**config.mk**
```make
export PLATFORM = sky130hd
export DESIGN_NAME = tscd_top
export DESIGN_NICKNAME = d
export VERILOG_FILES = /design/src/tscd_pkg.sv /design/src/tscd_edge_det.sv /design/src/tscd_irq.sv /design/src/tscd_top.sv
export SDC_FILE = /design/constraint.sdc
export NUM_CORES = 1
export LEC_CHECK = 0
export BUFFER_PORTS_ARGS = -buffer_cell sky130_fd_sc_hd__buf_2
export CAP_MARGIN = 20
export CORE_MARGIN = 8
export CORE_UTILIZATION = 40
export DETAILED_ROUTE_END_ITERATION = 7
export MAX_ROUTING_LAYER = met4
export SLEW_MARGIN = 30
export SYNTH_ARGS = -nofsm -noshare
export SYNTH_HDL_FRONTEND = slang
export SYNTH_HIERARCHICAL = 1
export SYNTH_SLANG_ARGS = --single-unit
export TNS_END_PERCENT = 5
```
**constraint.sdc**
```tcl
create_clock -name SYS_CLK_I -period 13.2 [get_ports SYS_CLK_I]
set_input_delay 0.66 -clock SYS_CLK_I [delete_from_list [all_inputs] [get_ports SYS_CLK_I]]
set_output_delay 0.66 -clock SYS_CLK_I [all_outputs]
set_load 0.05 [all_outputs]
```
**src/tscd_pkg.sv**
```systemverilog
// constants, types and helpers of the trigger step command decoder
// assumes one system clock; software loads the step queue over the plain register port
//
// Behaviour
// - step byte: upper nibble is command code, lower nibble is option
// - code 0000 performs the control action chosen by the option
// - code 0001 adds adjust register, or copies hold register, into chosen target
// - codes 001x load five-bit converter channel select from command bit 0 and option
// - code 0100 stalls until a rising edge on the selected trigger input
// - code 0101 stalls until a falling edge on the selected trigger input
// - code 0110 and reserved options execute as no-operation steps
// - code 0111 raises the interrupt request chosen by the option
// - codes 100x pulse the trigger output chosen by the five-bit value
// - codes 101x load queue pointer with the five-bit value and continue there
// - codes 110x: counter 0 at limit advances, else counts up and jumps
// - codes 111x: counter 1 at limit advances, else counts up and jumps
package tscd_pkg;

    ////////////////////////////////////////////////////////////////////////////
    // register offsets (word index on the register port)
    localparam logic [5:0] REG_CTRL = 6'h00;
    localparam logic [5:0] REG_STAT = 6'h01;
    localparam logic [5:0] REG_ADJ = 6'h02;
    localparam logic [5:0] REG_HOLD = 6'h03;
    localparam logic [5:0] REG_LIM0 = 6'h04;
    localparam logic [5:0] REG_LIM1 = 6'h05;
    localparam logic [5:0] REG_CNT0 = 6'h06;
    localparam logic [5:0] REG_CNT1 = 6'h07;
    localparam logic [5:0] REG_CHSEL = 6'h08;
    localparam logic [5:0] REG_INT_STAT = 6'h09;
    localparam logic [5:0] REG_INT_MASK = 6'h0A;
    localparam int unsigned QUEUE_SEL_BIT = 5;

    // field positions
    localparam int unsigned CTRL_RUN_BIT = 0;
    localparam int unsigned CTRL_PTR_CLR_BIT = 1;
    localparam int unsigned STAT_BUSY_BIT = 0;
    localparam int unsigned STAT_WAIT_BIT = 1;
    localparam int unsigned STAT_PTR_LSB = 8;
    localparam int unsigned OPT_COPY_BIT = 3;

    // reset values
    localparam logic [15:0] RST_WORD = 16'h0000;
    localparam logic [7:0] RST_STEP = 8'h00;

    ////////////////////////////////////////////////////////////////////////////
    // command codes
    localparam logic [3:0] CMD_CTRL = 4'h0;
    localparam logic [3:0] CMD_ADD = 4'h1;
    localparam logic [3:0] CMD_WAIT_HI = 4'h4;
    localparam logic [3:0] CMD_WAIT_LO = 4'h5;
    localparam logic [3:0] CMD_RSVD = 4'h6;
    localparam logic [3:0] CMD_IRQ = 4'h7;
    localparam logic [2:0] GRP_STRB = 3'h1;
    localparam logic [2:0] GRP_TRIG = 3'h4;
    localparam logic [2:0] GRP_JMP = 3'h5;
    localparam logic [2:0] GRP_JC0 = 3'h6;
    localparam logic [2:0] GRP_JC1 = 3'h7;

    // control actions
    localparam logic [3:0] CTL_NOP = 4'h0;
    localparam logic [3:0] CTL_CLR_C0 = 4'h1;
    localparam logic [3:0] CTL_CLR_C1 = 4'h2;
    localparam logic [3:0] CTL_HALT = 4'h3;

    // add / copy targets
    localparam logic [2:0] TGT_LIM0 = 3'h0;
    localparam logic [2:0] TGT_LIM1 = 3'h1;
    localparam logic [2:0] TGT_CNT0 = 3'h2;
    localparam logic [2:0] TGT_CNT1 = 3'h3;

    ////////////////////////////////////////////////////////////////////////////
    typedef enum logic [1:0] {ST_IDLE, ST_EXEC, ST_WAIT} tscd_state_t;

    typedef struct packed {
        logic [15:0] rise;
        logic [15:0] fall;
    } tscd_edge_t;

    typedef struct packed {
        logic [15:0] status;
        logic [15:0] mask;
        logic irq;
    } tscd_irq_t;

    // five-bit target of a step: command bit 0 with the option
    function automatic logic [4:0] target5(input logic [7:0] step);
        return step[4:0];
    endfunction

endpackage

```
**src/tscd_edge_det.sv**
```systemverilog
// rising and falling edge detector for the trigger inputs
// assumes inputs synchronous to the clock
`timescale 1ns/100ps
module tscd_edge_det (
    // clock and reset
    input wire logic clk_i,
    input wire logic rst_b_i,
    // trigger levels and their edges
    input wire logic [15:0] trig_i,
    output tscd_pkg::tscd_edge_t edge_o
);
    logic [15:0] prev;
    logic [15:0] next_prev;

    assign next_prev = trig_i;

    always_ff @(posedge clk_i or negedge rst_b_i) begin
        if (!rst_b_i) begin
            prev <= 16'h0000;
        end else begin
            prev <= next_prev;
        end
    end

    genvar g;
    generate
        for (g = 0; g < 16; g++) begin : g_edge
            assign edge_o.rise[g] = trig_i[g] & ~prev[g];
            assign edge_o.fall[g] = ~trig_i[g] & prev[g];
        end
    endgenerate
endmodule

```
**src/tscd_irq.sv**
```systemverilog
// sticky interrupt status, mask and level interrupt output
// assumes write strobes already decoded by the caller
`timescale 1ns/100ps
module tscd_irq (
    // clock and reset
    input wire logic clk_i,
    input wire logic rst_b_i,
    // events and software access
    input wire logic [15:0] set_i,
    input wire logic clr_wr_i,
    input wire logic mask_wr_i,
    input wire logic [15:0] wdata_i,
    // state
    output tscd_pkg::tscd_irq_t irq_o
);
    tscd_pkg::tscd_irq_t r;
    tscd_pkg::tscd_irq_t next_r;

    always_comb begin
        next_r = r;
        // set wins over a write-one clear in the same cycle
        if (clr_wr_i) begin
            next_r.status = r.status & ~wdata_i;
        end
        next_r.status = next_r.status | set_i;
        if (mask_wr_i) begin
            next_r.mask = wdata_i;
        end
        next_r.irq = |(next_r.status & next_r.mask);
    end

    always_ff @(posedge clk_i or negedge rst_b_i) begin
        if (!rst_b_i) begin
            r <= '0;
        end else begin
            r <= next_r;
        end
    end

    assign irq_o = r;
endmodule

```
**src/tscd_top.sv**
```systemverilog
// step queue, command decoder and executor of the trigger sequencer
// assumes register port strobes one cycle long and inputs synchronous to SYS_CLK_I
//
// The strobed register port and the placing of the registers were decided locally.
`timescale 1ns/100ps
module tscd_top (
    // clock and reset
    input wire logic SYS_CLK_I,
    input wire logic RST_B_I,
    // register port
    input wire logic [5:0] ADDR_I,
    input wire logic [15:0] WDATA_I,
    input wire logic WR_I,
    input wire logic RD_I,
    output logic [15:0] RDATA_O,
    // trigger inputs and outputs
    input wire logic [15:0] TRIG_IN_I,
    output logic [31:0] TRIG_OUT_O,
    // interrupt requests
    output logic [15:0] INT_REQ_O,
    output logic IRQ_O,
    // converter channel select
    output logic [4:0] CHAN_SEL_O
);

    ////////////////////////////////////////////////////////////////////////////
    // state

    typedef struct packed {
        tscd_pkg::tscd_state_t state;
        logic run;
        logic [4:0] qptr;
        logic [31:0][7:0] queue;
        logic [15:0] adj;
        logic [15:0] hold;
        logic [15:0] lim0;
        logic [15:0] lim1;
        logic [15:0] cnt0;
        logic [15:0] cnt1;
        logic [4:0] chsel;
        logic [31:0] trig;
        logic [15:0] int_req;
        logic [15:0] rdata;
    } tscd_regs_t;

    tscd_regs_t r;
    tscd_regs_t next_r;

    tscd_pkg::tscd_edge_t edges;
    tscd_pkg::tscd_irq_t irq;
    logic [15:0] irq_set;
    logic int_clr_wr;
    logic int_mask_wr;

    logic [7:0] step;
    logic [3:0] cmd;
    logic [3:0] opt;
    logic [15:0] operand;
    logic edge_hit;
    // five-bit target of strobe, trigger and jump steps
    logic [4:0] target;

    // register hit for a word offset outside the queue window
    function automatic logic reg_hit(input logic [5:0] addr, input logic [5:0] off);
        return (addr == off);
    endfunction

    // two-code commands share the upper three bits
    function automatic logic in_group(input logic [3:0] code, input logic [2:0] grp);
        return (code[3:1] == grp);
    endfunction

    ////////////////////////////////////////////////////////////////////////////
    // helpers

    tscd_edge_det tscd_edge_det_inst (
        .clk_i(SYS_CLK_I),
        .rst_b_i(RST_B_I),
        .trig_i(TRIG_IN_I),
        .edge_o(edges)
    );

    ////////////////////////////////////////////////////////////////////////////
    // interrupt status and mask

    // clear and mask writes go to the status block
    assign int_clr_wr = WR_I & reg_hit(ADDR_I, tscd_pkg::REG_INT_STAT);
    assign int_mask_wr = WR_I & reg_hit(ADDR_I, tscd_pkg::REG_INT_MASK);

    tscd_irq tscd_irq_inst (
        .clk_i(SYS_CLK_I),
        .rst_b_i(RST_B_I),
        .set_i(irq_set),
        .clr_wr_i(int_clr_wr),
        .mask_wr_i(int_mask_wr),
        .wdata_i(WDATA_I),
        .irq_o(irq)
    );

    ////////////////////////////////////////////////////////////////////////////
    // step decode

    assign step = r.queue[r.qptr];
    assign cmd = step[7:4];
    assign opt = step[3:0];
    assign target = tscd_pkg::target5(step);

    // add or copy source
    assign operand = opt[tscd_pkg::OPT_COPY_BIT] ? r.hold : r.adj;

    ////////////////////////////////////////////////////////////////////////////
    // wait steps

    // edge the current wait step is looking for
    always_comb begin
        edge_hit = 1'b0;
        if (cmd == tscd_pkg::CMD_WAIT_HI) begin
            edge_hit = edges.rise[opt];
        end else if (cmd == tscd_pkg::CMD_WAIT_LO) begin
            edge_hit = edges.fall[opt];
        end
    end

    ////////////////////////////////////////////////////////////////////////////
    // next state

    always_comb begin
        next_r = r;
        next_r.trig = 32'h0000_0000;
        next_r.int_req = 16'h0000;
        next_r.rdata = 16'h0000;
        irq_set = 16'h0000;

        // software writes
        if (WR_I) begin
            if (ADDR_I[tscd_pkg::QUEUE_SEL_BIT]) begin
                // a running queue sees it on the next visit
                next_r.queue[ADDR_I[4:0]] = WDATA_I[7:0];
            end else begin
                case (ADDR_I)
                    tscd_pkg::REG_CTRL: begin
                        next_r.run = WDATA_I[tscd_pkg::CTRL_RUN_BIT];
                        if (WDATA_I[tscd_pkg::CTRL_PTR_CLR_BIT]) begin
                            next_r.qptr = 5'h00;
                        end
                    end
                    tscd_pkg::REG_ADJ: begin
                        next_r.adj = WDATA_I;
                    end
                    tscd_pkg::REG_HOLD: begin
                        next_r.hold = WDATA_I;
                    end
                    tscd_pkg::REG_LIM0: begin
                        next_r.lim0 = WDATA_I;
                    end
                    tscd_pkg::REG_LIM1: begin
                        next_r.lim1 = WDATA_I;
                    end
                    tscd_pkg::REG_CNT0: begin
                        next_r.cnt0 = WDATA_I;
                    end
                    tscd_pkg::REG_CNT1: begin
                        next_r.cnt1 = WDATA_I;
                    end
                    tscd_pkg::REG_CHSEL: begin
                        next_r.chsel = WDATA_I[4:0];
                    end
                    default: begin
                    end
                endcase
            end
        end

        // software reads, answered next cycle
        if (RD_I) begin
            if (ADDR_I[tscd_pkg::QUEUE_SEL_BIT]) begin
                next_r.rdata = {8'h00, r.queue[ADDR_I[4:0]]};
            end else begin
                case (ADDR_I)
                    tscd_pkg::REG_CTRL: begin
                        next_r.rdata[tscd_pkg::CTRL_RUN_BIT] = r.run;
                    end
                    tscd_pkg::REG_STAT: begin
                        // busy, waiting and the pointer
                        next_r.rdata[tscd_pkg::STAT_BUSY_BIT] = (r.state != tscd_pkg::ST_IDLE);
                        next_r.rdata[tscd_pkg::STAT_WAIT_BIT] = (r.state == tscd_pkg::ST_WAIT);
                        next_r.rdata[tscd_pkg::STAT_PTR_LSB +: 5] = r.qptr;
                    end
                    tscd_pkg::REG_ADJ: begin
                        next_r.rdata = r.adj;
                    end
                    tscd_pkg::REG_HOLD: begin
                        next_r.rdata = r.hold;
                    end
                    tscd_pkg::REG_LIM0: begin
                        next_r.rdata = r.lim0;
                    end
                    tscd_pkg::REG_LIM1: begin
                        next_r.rdata = r.lim1;
                    end
                    tscd_pkg::REG_CNT0: begin
                        next_r.rdata = r.cnt0;
                    end
                    tscd_pkg::REG_CNT1: begin
                        next_r.rdata = r.cnt1;
                    end
                    tscd_pkg::REG_CHSEL: begin
                        next_r.rdata = {11'h000, r.chsel};
                    end
                    tscd_pkg::REG_INT_STAT: begin
                        next_r.rdata = irq.status;
                    end
                    tscd_pkg::REG_INT_MASK: begin
                        next_r.rdata = irq.mask;
                    end
                    default: begin
                        // unmapped words read as zero
                        next_r.rdata = 16'h0000;
                    end
                endcase
            end
        end

        // step execution; overrides a software write to the same field
        case (r.state)
            tscd_pkg::ST_IDLE: begin
                // resume at the pointer left by the last run
                if (r.run) begin
                    next_r.state = tscd_pkg::ST_EXEC;
                end
            end
            // run cleared mid-queue stops at the step boundary
            tscd_pkg::ST_EXEC: begin
                if (!r.run) begin
                    next_r.state = tscd_pkg::ST_IDLE;
                end else begin
                    // one step a cycle; pointer wraps from 31 to 0
                    next_r.qptr = r.qptr + 5'h01;
                    if (cmd == tscd_pkg::CMD_CTRL) begin
                        case (opt)
                            tscd_pkg::CTL_NOP: begin
                                // only the pointer moves
                            end
                            tscd_pkg::CTL_CLR_C0: begin
                                next_r.cnt0 = 16'h0000;
                            end
                            tscd_pkg::CTL_CLR_C1: begin
                                next_r.cnt1 = 16'h0000;
                            end
                            tscd_pkg::CTL_HALT: begin
                                // pointer stays past the halt step
                                next_r.run = 1'b0;
                                next_r.state = tscd_pkg::ST_IDLE;
                            end
                            default: begin
                                // reserved options 4 to 15
                            end
                        endcase
                    end else if (cmd == tscd_pkg::CMD_ADD) begin
                        case (opt[2:0])
                            tscd_pkg::TGT_LIM0: begin
                                next_r.lim0 = opt[3] ? operand : r.lim0 + operand;
                            end
                            tscd_pkg::TGT_LIM1: begin
                                next_r.lim1 = opt[3] ? operand : r.lim1 + operand;
                            end
                            tscd_pkg::TGT_CNT0: begin
                                next_r.cnt0 = opt[3] ? operand : r.cnt0 + operand;
                            end
                            tscd_pkg::TGT_CNT1: begin
                                next_r.cnt1 = opt[3] ? operand : r.cnt1 + operand;
                            end
                            default: begin
                                // reserved targets
                            end
                        endcase
                    end else if (in_group(cmd, tscd_pkg::GRP_STRB)) begin
                        next_r.chsel = target;
                    end else if (cmd == tscd_pkg::CMD_WAIT_HI
                                 || cmd == tscd_pkg::CMD_WAIT_LO) begin
                        next_r.qptr = r.qptr;
                        next_r.state = tscd_pkg::ST_WAIT;
                    end else if (cmd == tscd_pkg::CMD_IRQ) begin
                        next_r.int_req[opt] = 1'b1;
                        irq_set[opt] = 1'b1;
                    end else if (in_group(cmd, tscd_pkg::GRP_TRIG)) begin
                        next_r.trig[target] = 1'b1;
                    end else if (in_group(cmd, tscd_pkg::GRP_JMP)) begin
                        next_r.qptr = target;
                    end else if (in_group(cmd, tscd_pkg::GRP_JC0)) begin
                        // at the limit the counter holds and the pointer advances
                        if (r.cnt0 != r.lim0) begin
                            next_r.cnt0 = r.cnt0 + 16'h0001;
                            next_r.qptr = target;
                        end
                    end else if (in_group(cmd, tscd_pkg::GRP_JC1)) begin
                        if (r.cnt1 != r.lim1) begin
                            next_r.cnt1 = r.cnt1 + 16'h0001;
                            next_r.qptr = target;
                        end
                    end else if (cmd == tscd_pkg::CMD_RSVD) begin
                        // reserved code 0110
                    end else begin
                        // all codes decoded above
                    end
                end
            end
            // an edge in the cycle that enters the wait is missed
            tscd_pkg::ST_WAIT: begin
                if (!r.run) begin
                    next_r.state = tscd_pkg::ST_IDLE;
                end else if (edge_hit) begin
                    next_r.qptr = r.qptr + 5'h01;
                    next_r.state = tscd_pkg::ST_EXEC;
                end
            end
            default: begin
                next_r.state = tscd_pkg::ST_IDLE;
            end
        endcase
    end

    ////////////////////////////////////////////////////////////////////////////
    // registers

    always_ff @(posedge SYS_CLK_I or negedge RST_B_I) begin
        if (!RST_B_I) begin
            r <= '0;
        end else begin
            r <= next_r;
        end
    end

    ////////////////////////////////////////////////////////////////////////////
    // outputs

    // the interrupt level is a flop inside its block
    assign RDATA_O = r.rdata;
    assign TRIG_OUT_O = r.trig;
    assign INT_REQ_O = r.int_req;
    assign CHAN_SEL_O = r.chsel;
    assign IRQ_O = irq.irq;

endmodule
```
==> results.sh, run 1 <==
export IMPL_clkTransAtPathRegs_ns=0.06
export IMPL_reg2reg_to="r[116]"
export IMPL_fin_tns_setup_ns=0
export IMPL_post_cts_resized=0
export IMPL_path_cells="buf_4 -> mux2i_1 -> a22oi_1 -> and2_1 -> mux4_2 -> buf_4 -> and2_1 -> a21o_1 -> ha_1 -> a21oi_1 -> a21boi_0 -> o21ai_0 -> a21oi_1 -> o21a_1 -> o21a_1 -> o31a_1 -> o41ai_1 -> o21ai_0 -> xnor2_1 -> a31oi_1"
export IMPL_ioPinCount=112
export IMPL_path_max_fanout=45
export IMPL_drtIter0Drc=2097
export IMPL_p_int_mw=3.29
export IMPL_vias=23200
export IMPL_wire_per_inst_um=28.0
export IMPL_synthesis_nets=2836
export IMPL_cp_required_ns=13.65
export IMPL_syn_area_sq_um=30500
export IMPL_htreeDepth=2
export IMPL_ys_seq_area_share_pct=39.3
export IMPL_p_sw_share_pct=36.7
export IMPL_synth_ff_type="dfrtp_1"
export IMPL_start_util_pct=40.2
export IMPL_yosysMostFrequentCell="dfrtp_1"
export IMPL_crit_type="reg2reg"
export IMPL_overflow=0
export IMPL_power_frac_clock_pct=28.6
export IMPL_gp_congestion=0.935
export IMPL_status="complete, no violations"
export IMPL_worst_hold_path_endpoint="tscd_edge_det_inst/prev[9]"
export IMPL_fin_util_pct=43.9
export IMPL_cts_tree="yes"
export IMPL_crit_buf_inv=2
export IMPL_die_area_sq_um=85200
export IMPL_dr_pass1_iters=7
export IMPL_comb_power_share_pct=33.7
export IMPL_min_period_ns=6.55
export IMPL_synth_warnings=6
export IMPL_post_route_period_util_pct=49.6
export IMPL_insertion_delay_ns=0.62
export IMPL_syn_inst=2715
export IMPL_setup_viol=0
export IMPL_syn_mean_instance_area_sq_um=11.2
export IMPL_relSlewSlack_pct=31.3
export IMPL_rsz0062_at_grt="false"
export IMPL_synth_area_leaders="dfrtp_1 (39%), mux2_2 (13%), mux4_2 (11%)"
export IMPL_fp_dieH_um=292
export IMPL_hold_depth=1
export IMPL_synthTopCellsByCount="dfrtp_1 (478), mux2_2 (350), nand2_1 (168)"
export IMPL_nets=2820
export IMPL_worstHoldStart="TRIG_IN_I[9]"
export IMPL_ir_worst_vdd_mv=0.107
export IMPL_drc=0
export IMPL_synthArstFlopShare_pct=100
export IMPL_startpoint_type="flop"
export IMPL_clock_skew_ns=0.0205
export IMPL_hp_class="in2reg"
export IMPL_ys_types=85
export IMPL_cp_end_kind="flop"
export IMPL_finalMaxSlewViolations=0
export IMPL_maxCapViolCount=0
export IMPL_numCtsBuffers=52
export IMPL_yosys_area_top_type="dfrtp_1"
export IMPL_grt_start_max_net_pins=174
export IMPL_cts_buffer_depth=3
export IMPL_core_sq_um=75700
export IMPL_grt_pass1_vias=23300
export IMPL_routed_wl_mm=104
export IMPL_final_hold_viol_count=0
export IMPL_power_density_nw_per_um2=156
export IMPL_timing_critical_path_slowest_stage_cell="dfrtp_2"
export IMPL_drive_gt1_share_pct=30.4
export IMPL_synth_edf_count=0
export IMPL_worstRegToRegCells=20
export IMPL_vias_per_cell=6.25
export IMPL_ant_nets=0
export IMPL_p_sw_mw=1.91
export IMPL_die_w_um=292
export IMPL_r2r_setup_slack_ns=6.65
export IMPL_worstReg2RegStart="r[424]"
export IMPL_grtUsageTotal_pct=24.4
export IMPL_tightest_slew_ns=1.03
export IMPL_crit_start="r[424]"
export IMPL_rows=101
export IMPL_io_buffers=111
export IMPL_antenna_found_initial=4
export IMPL_synth_top_cell_area_share_pct=39.3
export IMPL_cts_root_buf="clkbuf_16"
export IMPL_syn2layout_area_growth_pct=9.19
export IMPL_crit_family="compound AO/OA/AOI/OAI gates"
export IMPL_grt_first_pass_wirelength_mm=156
export IMPL_dp_hpwl_mm=73.5
export IMPL_arrival_ns=7.00
export IMPL_fmax_ghz=0.153
export IMPL_ys_seq_elements=478
export IMPL_p_seq_share_pct=37.8
export IMPL_clock_sinks=478
export IMPL_cpPeakStageDelay_ns=0.79
export IMPL_p_leak_nw=14.7
layout make-up:
cell class	instances	area (sq um)
well taps	978	1220
inverters	41	154
clock buffers	76	1520
flip-flops and latches	478	12000
multi-input cells	1953	17100
clock inverters	16	185
repair buffers	173	1120
fillers	6995	42400
diodes	2	5.00
per-layer routing:
metal	up-vias	GRT usage (%)	share of wire [%]
met1	12100	31.4	42
li1	9991	-	-
met5	-	-	0
met3	238	3.88	6.5
met2	943	38.7	47
met4	0	9.63	4.4
cells in the final DEF, fill, tap and decap left out, types with 53 or more instances in the layout:
master	instances
a21oi_1	108
buf_2	109
buf_4	54
clkbuf_16	53
dfrtp_1	475
ha_1	75
mux2_2	350
mux2i_1	117
mux4_2	149
nand2_1	167
nand3_1	81
nor2_1	154
o21ai_0	101
how the worst max path moves through the flow:
stage / to / slack [ns] / cells after the start
2_1_floorplan: r[129] / 7.97 / 27
3_3_place_gp: r[116] / 6.99 / 20
3_5_place_dp: r[116] / 6.86 / 20
4_1_cts: r[116] / 6.79 / 20
5_1_grt: r[116] / 6.28 / 20
6_report: r[116] / 6.65 / 20
metrics by stage:
step	hold slack [ns]	worst slack (ns)	power, mW	instance area, sq um	cells
after global routing	0.170	6.28	5.46	33300	3717
after global placement	0.501	6.99	3.66	31400	3617
after detailed placement	0.510	6.86	3.70	31400	3617
after CTS	0.100	6.79	5.20	33100	3709
final	0.180	6.65	5.20	33300	3717
after floorplan	0.364	7.97	3.18	30500	2715
cell families (layout without fill, tap and decap cells):
kind of cell             Yosys count  count (layout)  share of synthesized area, %
adder cells (fa/ha/maj)           79              79                          3.34
flip-flops                       478             478                          39.3
other                              0               2                             0
buffers and inverters            284             306                          4.86
XOR/XNOR                          99              99                          2.85
AO/OA/AOI/OAI                    516             516                          11.1
multiplexers                     624             624                          28.2
AND/OR/NAND/NOR                  635             635                          10.4
repair_timing:
item / 4_1_cts / 5_1_grt
hold buffers: 0 / 1
endpoints found under the hold margin: 0 / 21
buffers inserted: 0 / 0
power groups by stage:
stage               Sequential, mW  Combinational (mW)  Clock, mW
finish                        1.96                1.75       1.49
global route                  1.99                1.90       1.57
CTS                           1.95                1.73       1.51
detailed placement            1.98                1.72          0
global placement              1.97                1.69          0
floorplan                     1.83                1.35          0
(Power assumes the default switching activity.)
==> run 2, diff against run 1 <==
Settings changed: ABC_AREA set to 1.
Clock period 13.2 ns to 6.7 ns, I/O delays scaled along.
==> run 2 against run 1 <==
  * Utilization increased by 0.11 points
  * Clock power increased by 110%
  * Power increased by 150%
  * Via count increased by 27%
  * First-iteration DRC count increased by 97%
  * Count of clock-buffer cells in the layout decreased by 6
  * Critical path depth increased by 4
  * Fmax increased by 9.8%
  * Worst hold slack got worse by 0.12 ns
  * Synthesized cell count increased by 52%
  * Die area decreased by 1.4%
  * Combinational power increased to 3.3 times the previous value
  * Highest routed layer unchanged
==> results.sh, run 2 <==
export IMPL_die_w_um=290
export IMPL_final_hold_viol_count=0
export IMPL_synthArstFlopShare_pct=100
export IMPL_rows=100
export IMPL_antenna_found_initial=8
export IMPL_ioPinCount=112
export IMPL_power_density_nw_per_um2=395
export IMPL_status="complete, no violations"
export IMPL_layout_commonest_cell="nand2_1"
export IMPL_dp_hpwl_mm=83.1
export IMPL_fp_dieH_um=290
export IMPL_cts_setup_buffers=0
export IMPL_wire_per_inst_um=23.4
export IMPL_p_leak_nw=15.4
export IMPL_io_buffers=111
export IMPL_min_period_ns=5.96
export IMPL_arrival_ns=6.47
export IMPL_place_area_sq_um=30600
export IMPL_tightest_slew_ns=1.04
export IMPL_syn_area_sq_um=30000
export IMPL_rsz0062_at_grt="false"
export IMPL_ir_worst_vdd_mv=0.277
export IMPL_cts_buffer_depth=3
export IMPL_numCtsBuffers=57
export IMPL_drive_gt1_share_pct=8.78
export IMPL_drtIter0Drc=4138
export IMPL_startpoint_type="flop"
export IMPL_vias=29500
export IMPL_crit_type="reg2reg"
export IMPL_worstHoldStart="WDATA_I[10]"
export IMPL_die_area_sq_um=84100
export IMPL_path_cells="clkinv_2 -> o21ai_0 -> nand3_1 -> nand3_1 -> nand3_1 -> nand2_2 -> nor2_1 -> a21oi_1 -> inv_1 -> ha_1 -> nand3_1 -> nand2_1 -> a21oi_1 -> o21ai_0 -> a21oi_1 -> o21ai_0 -> a21boi_0 -> and2_1 -> o21ai_0 -> nand2_1 -> nand3_1 -> nand2_1 -> nand2_1 -> nand2_1"
export IMPL_grtUsageTotal_pct=27.9
export IMPL_synth_ff_type="dfrtp_1"
export IMPL_yosys_area_top_type="dfrtp_1"
export IMPL_worstReg2RegStart="r[421]"
export IMPL_fmax_ghz=0.168
export IMPL_crit_start="r[421]"
export IMPL_relSlewSlack_pct=30.5
export IMPL_dr_pass1_iters=6
export IMPL_clock_sinks=478
export IMPL_synth_warnings=6
export IMPL_cts_root_buf="clkbuf_16"
export IMPL_finalMaxSlewViolations=0
export IMPL_cpPeakStageDelay_ns=0.73
export IMPL_cp_end_kind="flop"
export IMPL_htreeDepth=2
export IMPL_cts_tree="yes"
export IMPL_fin_area_sq_um=32700
export IMPL_maxCapViolCount=0
export IMPL_start_util_pct=40.4
export IMPL_ys_types=52
export IMPL_insertion_delay_ns=0.66
export IMPL_core_sq_um=74300
export IMPL_overflow=0
export IMPL_yosysMostFrequentCell="nand2_1"
export IMPL_post_route_period_util_pct=89.0
export IMPL_vias_per_cell=5.81
export IMPL_clkTransAtPathRegs_ns=0.06
export IMPL_fin_tns_setup_ns=0
export IMPL_routed_wl_mm=119
export IMPL_layout_common_cells="nand2_1 (1085), o21ai_0 (572), dfrtp_1 (476)"
export IMPL_syn2layout_area_growth_pct=9.07
export IMPL_setup_viol=0
export IMPL_synth_edf_count=0
export IMPL_syn_mean_instance_area_sq_um=7.29
export IMPL_synthTopCellsByCount="nand2_1 (1091), o21ai_0 (574), dfrtp_1 (478)"
export IMPL_synth_area_leaders="dfrtp_1 (40%), nand2_1 (14%), o21ai_0 (9.6%)"
export IMPL_hp_class="in2reg"
export IMPL_fill_cells=7596
export IMPL_path_max_fanout=38
export IMPL_timing_critical_path_slowest_stage_cell="dfrtp_4"
export IMPL_grt_pass1_vias=26900
export IMPL_cp_required_ns=7.21
export IMPL_synth_top_cell_area_share_pct=39.9
export IMPL_ys_seq_area_share_pct=39.9
export IMPL_gp_congestion=1.00
export IMPL_ant_nets=0
export IMPL_clock_skew_ns=0.0412
export IMPL_grt_start_max_net_pins=153
export IMPL_nets=4184
export IMPL_synthesis_nets=4237
export IMPL_drc=0
export IMPL_ys_seq_elements=478
export IMPL_grt_first_pass_wirelength_mm=177
export IMPL_syn_inst=4116
## run 2: cell types whose count changed in the layout (fill, tap and decap cells not counted), sizes merged, moves of 115 or more
cell,before,now
nand2,168,1114
nor2,161,333
o21ai,113,617
inv,41,325
mux2i,119,0
nand3,82,266
mux4,149,0
o22ai,34,149
mux2,356,0
## run 2: cell type report
cell class | instances | area, sq um | area share, %
diodes | 4 | 10.0 | 0.0306
well taps | 969 | 1210 | 3.70
inverters | 330 | 1240 | 3.80
flip-flops and latches | 478 | 12000 | 36.6
repair buffers | 189 | 1240 | 3.78
multi-input cells | 3007 | 15100 | 46.3
clock inverters | 36 | 354 | 1.08
clock buffers | 70 | 1570 | 4.78
## run 2: path summary, 6_finish.rpt
check	cells past startpoint	to	slack [ns]
hold reg to reg	2	r[147]	0.49
max in group asynchronous	3	INT_REQ_O[8]	5.02
min in group asynchronous	2	async pin	0.31
hold / removal	3	tscd_irq_inst/irq_o[11]	0.06
setup reg to reg	24	r[98]	0.74
setup / recovery	24	r[98]	0.74
## run 2: per-layer routing
layer	share of wire, %	GRT usage [%]	up-vias
met3	14	9.79	199
met4	2.7	7.28	0
met5	0	-	-
met1	44	40.1	14000
met2	39	36.6	1716
li1	-	-	13600
## run 2: cells by family after synthesis
kind of cell	after synthesis	synth area share, %
xor+xnor	87	2.54
compound gates	1066	20.1
fa+ha+maj	79	3.39
buf+inv	631	9.78
flops	478	39.9
simple gates	1775	24.4
## run 2: metrics by stage
step	worst slack [ns]	cells	utilization, %	total power [mW]	hold WS (ns)
3_3_place_gp	0.989	4953	41.2	9.56	0.437
5_1_grt	0.364	5082	44.0	13.7	0.0494
4_1_cts	0.892	5079	44.0	12.8	0.0170
6_report	0.736	5083	44.0	12.9	0.0558
3_5_place_dp	0.946	4953	41.2	9.54	0.443
2_1_floorplan	2.23	4116	-	7.81	0.0394
## run 2: timing repair
action,4_1_cts,5_1_grt
resized for setup,0,0
setup endpoints to repair,0,0
endpoints found under the hold margin,112,0
hold buffers,20,0
## run 2: critical path, delay by kind of cell (launching register included)
family	cells	cell delay, ns
compound gates	8	2.46
fa+ha+maj	1	0.36
simple gates	13	1.38
buf+inv	2	0.89
flops	1	0.73
## run 2: where the power goes
group          internal [mW]  switching [mW]  leakage [nW]  total, mW
clock                   1.79            1.38         0.931       3.17
combinational           1.74            4.08          8.17       5.82
sequential              3.33           0.603          6.27       3.93
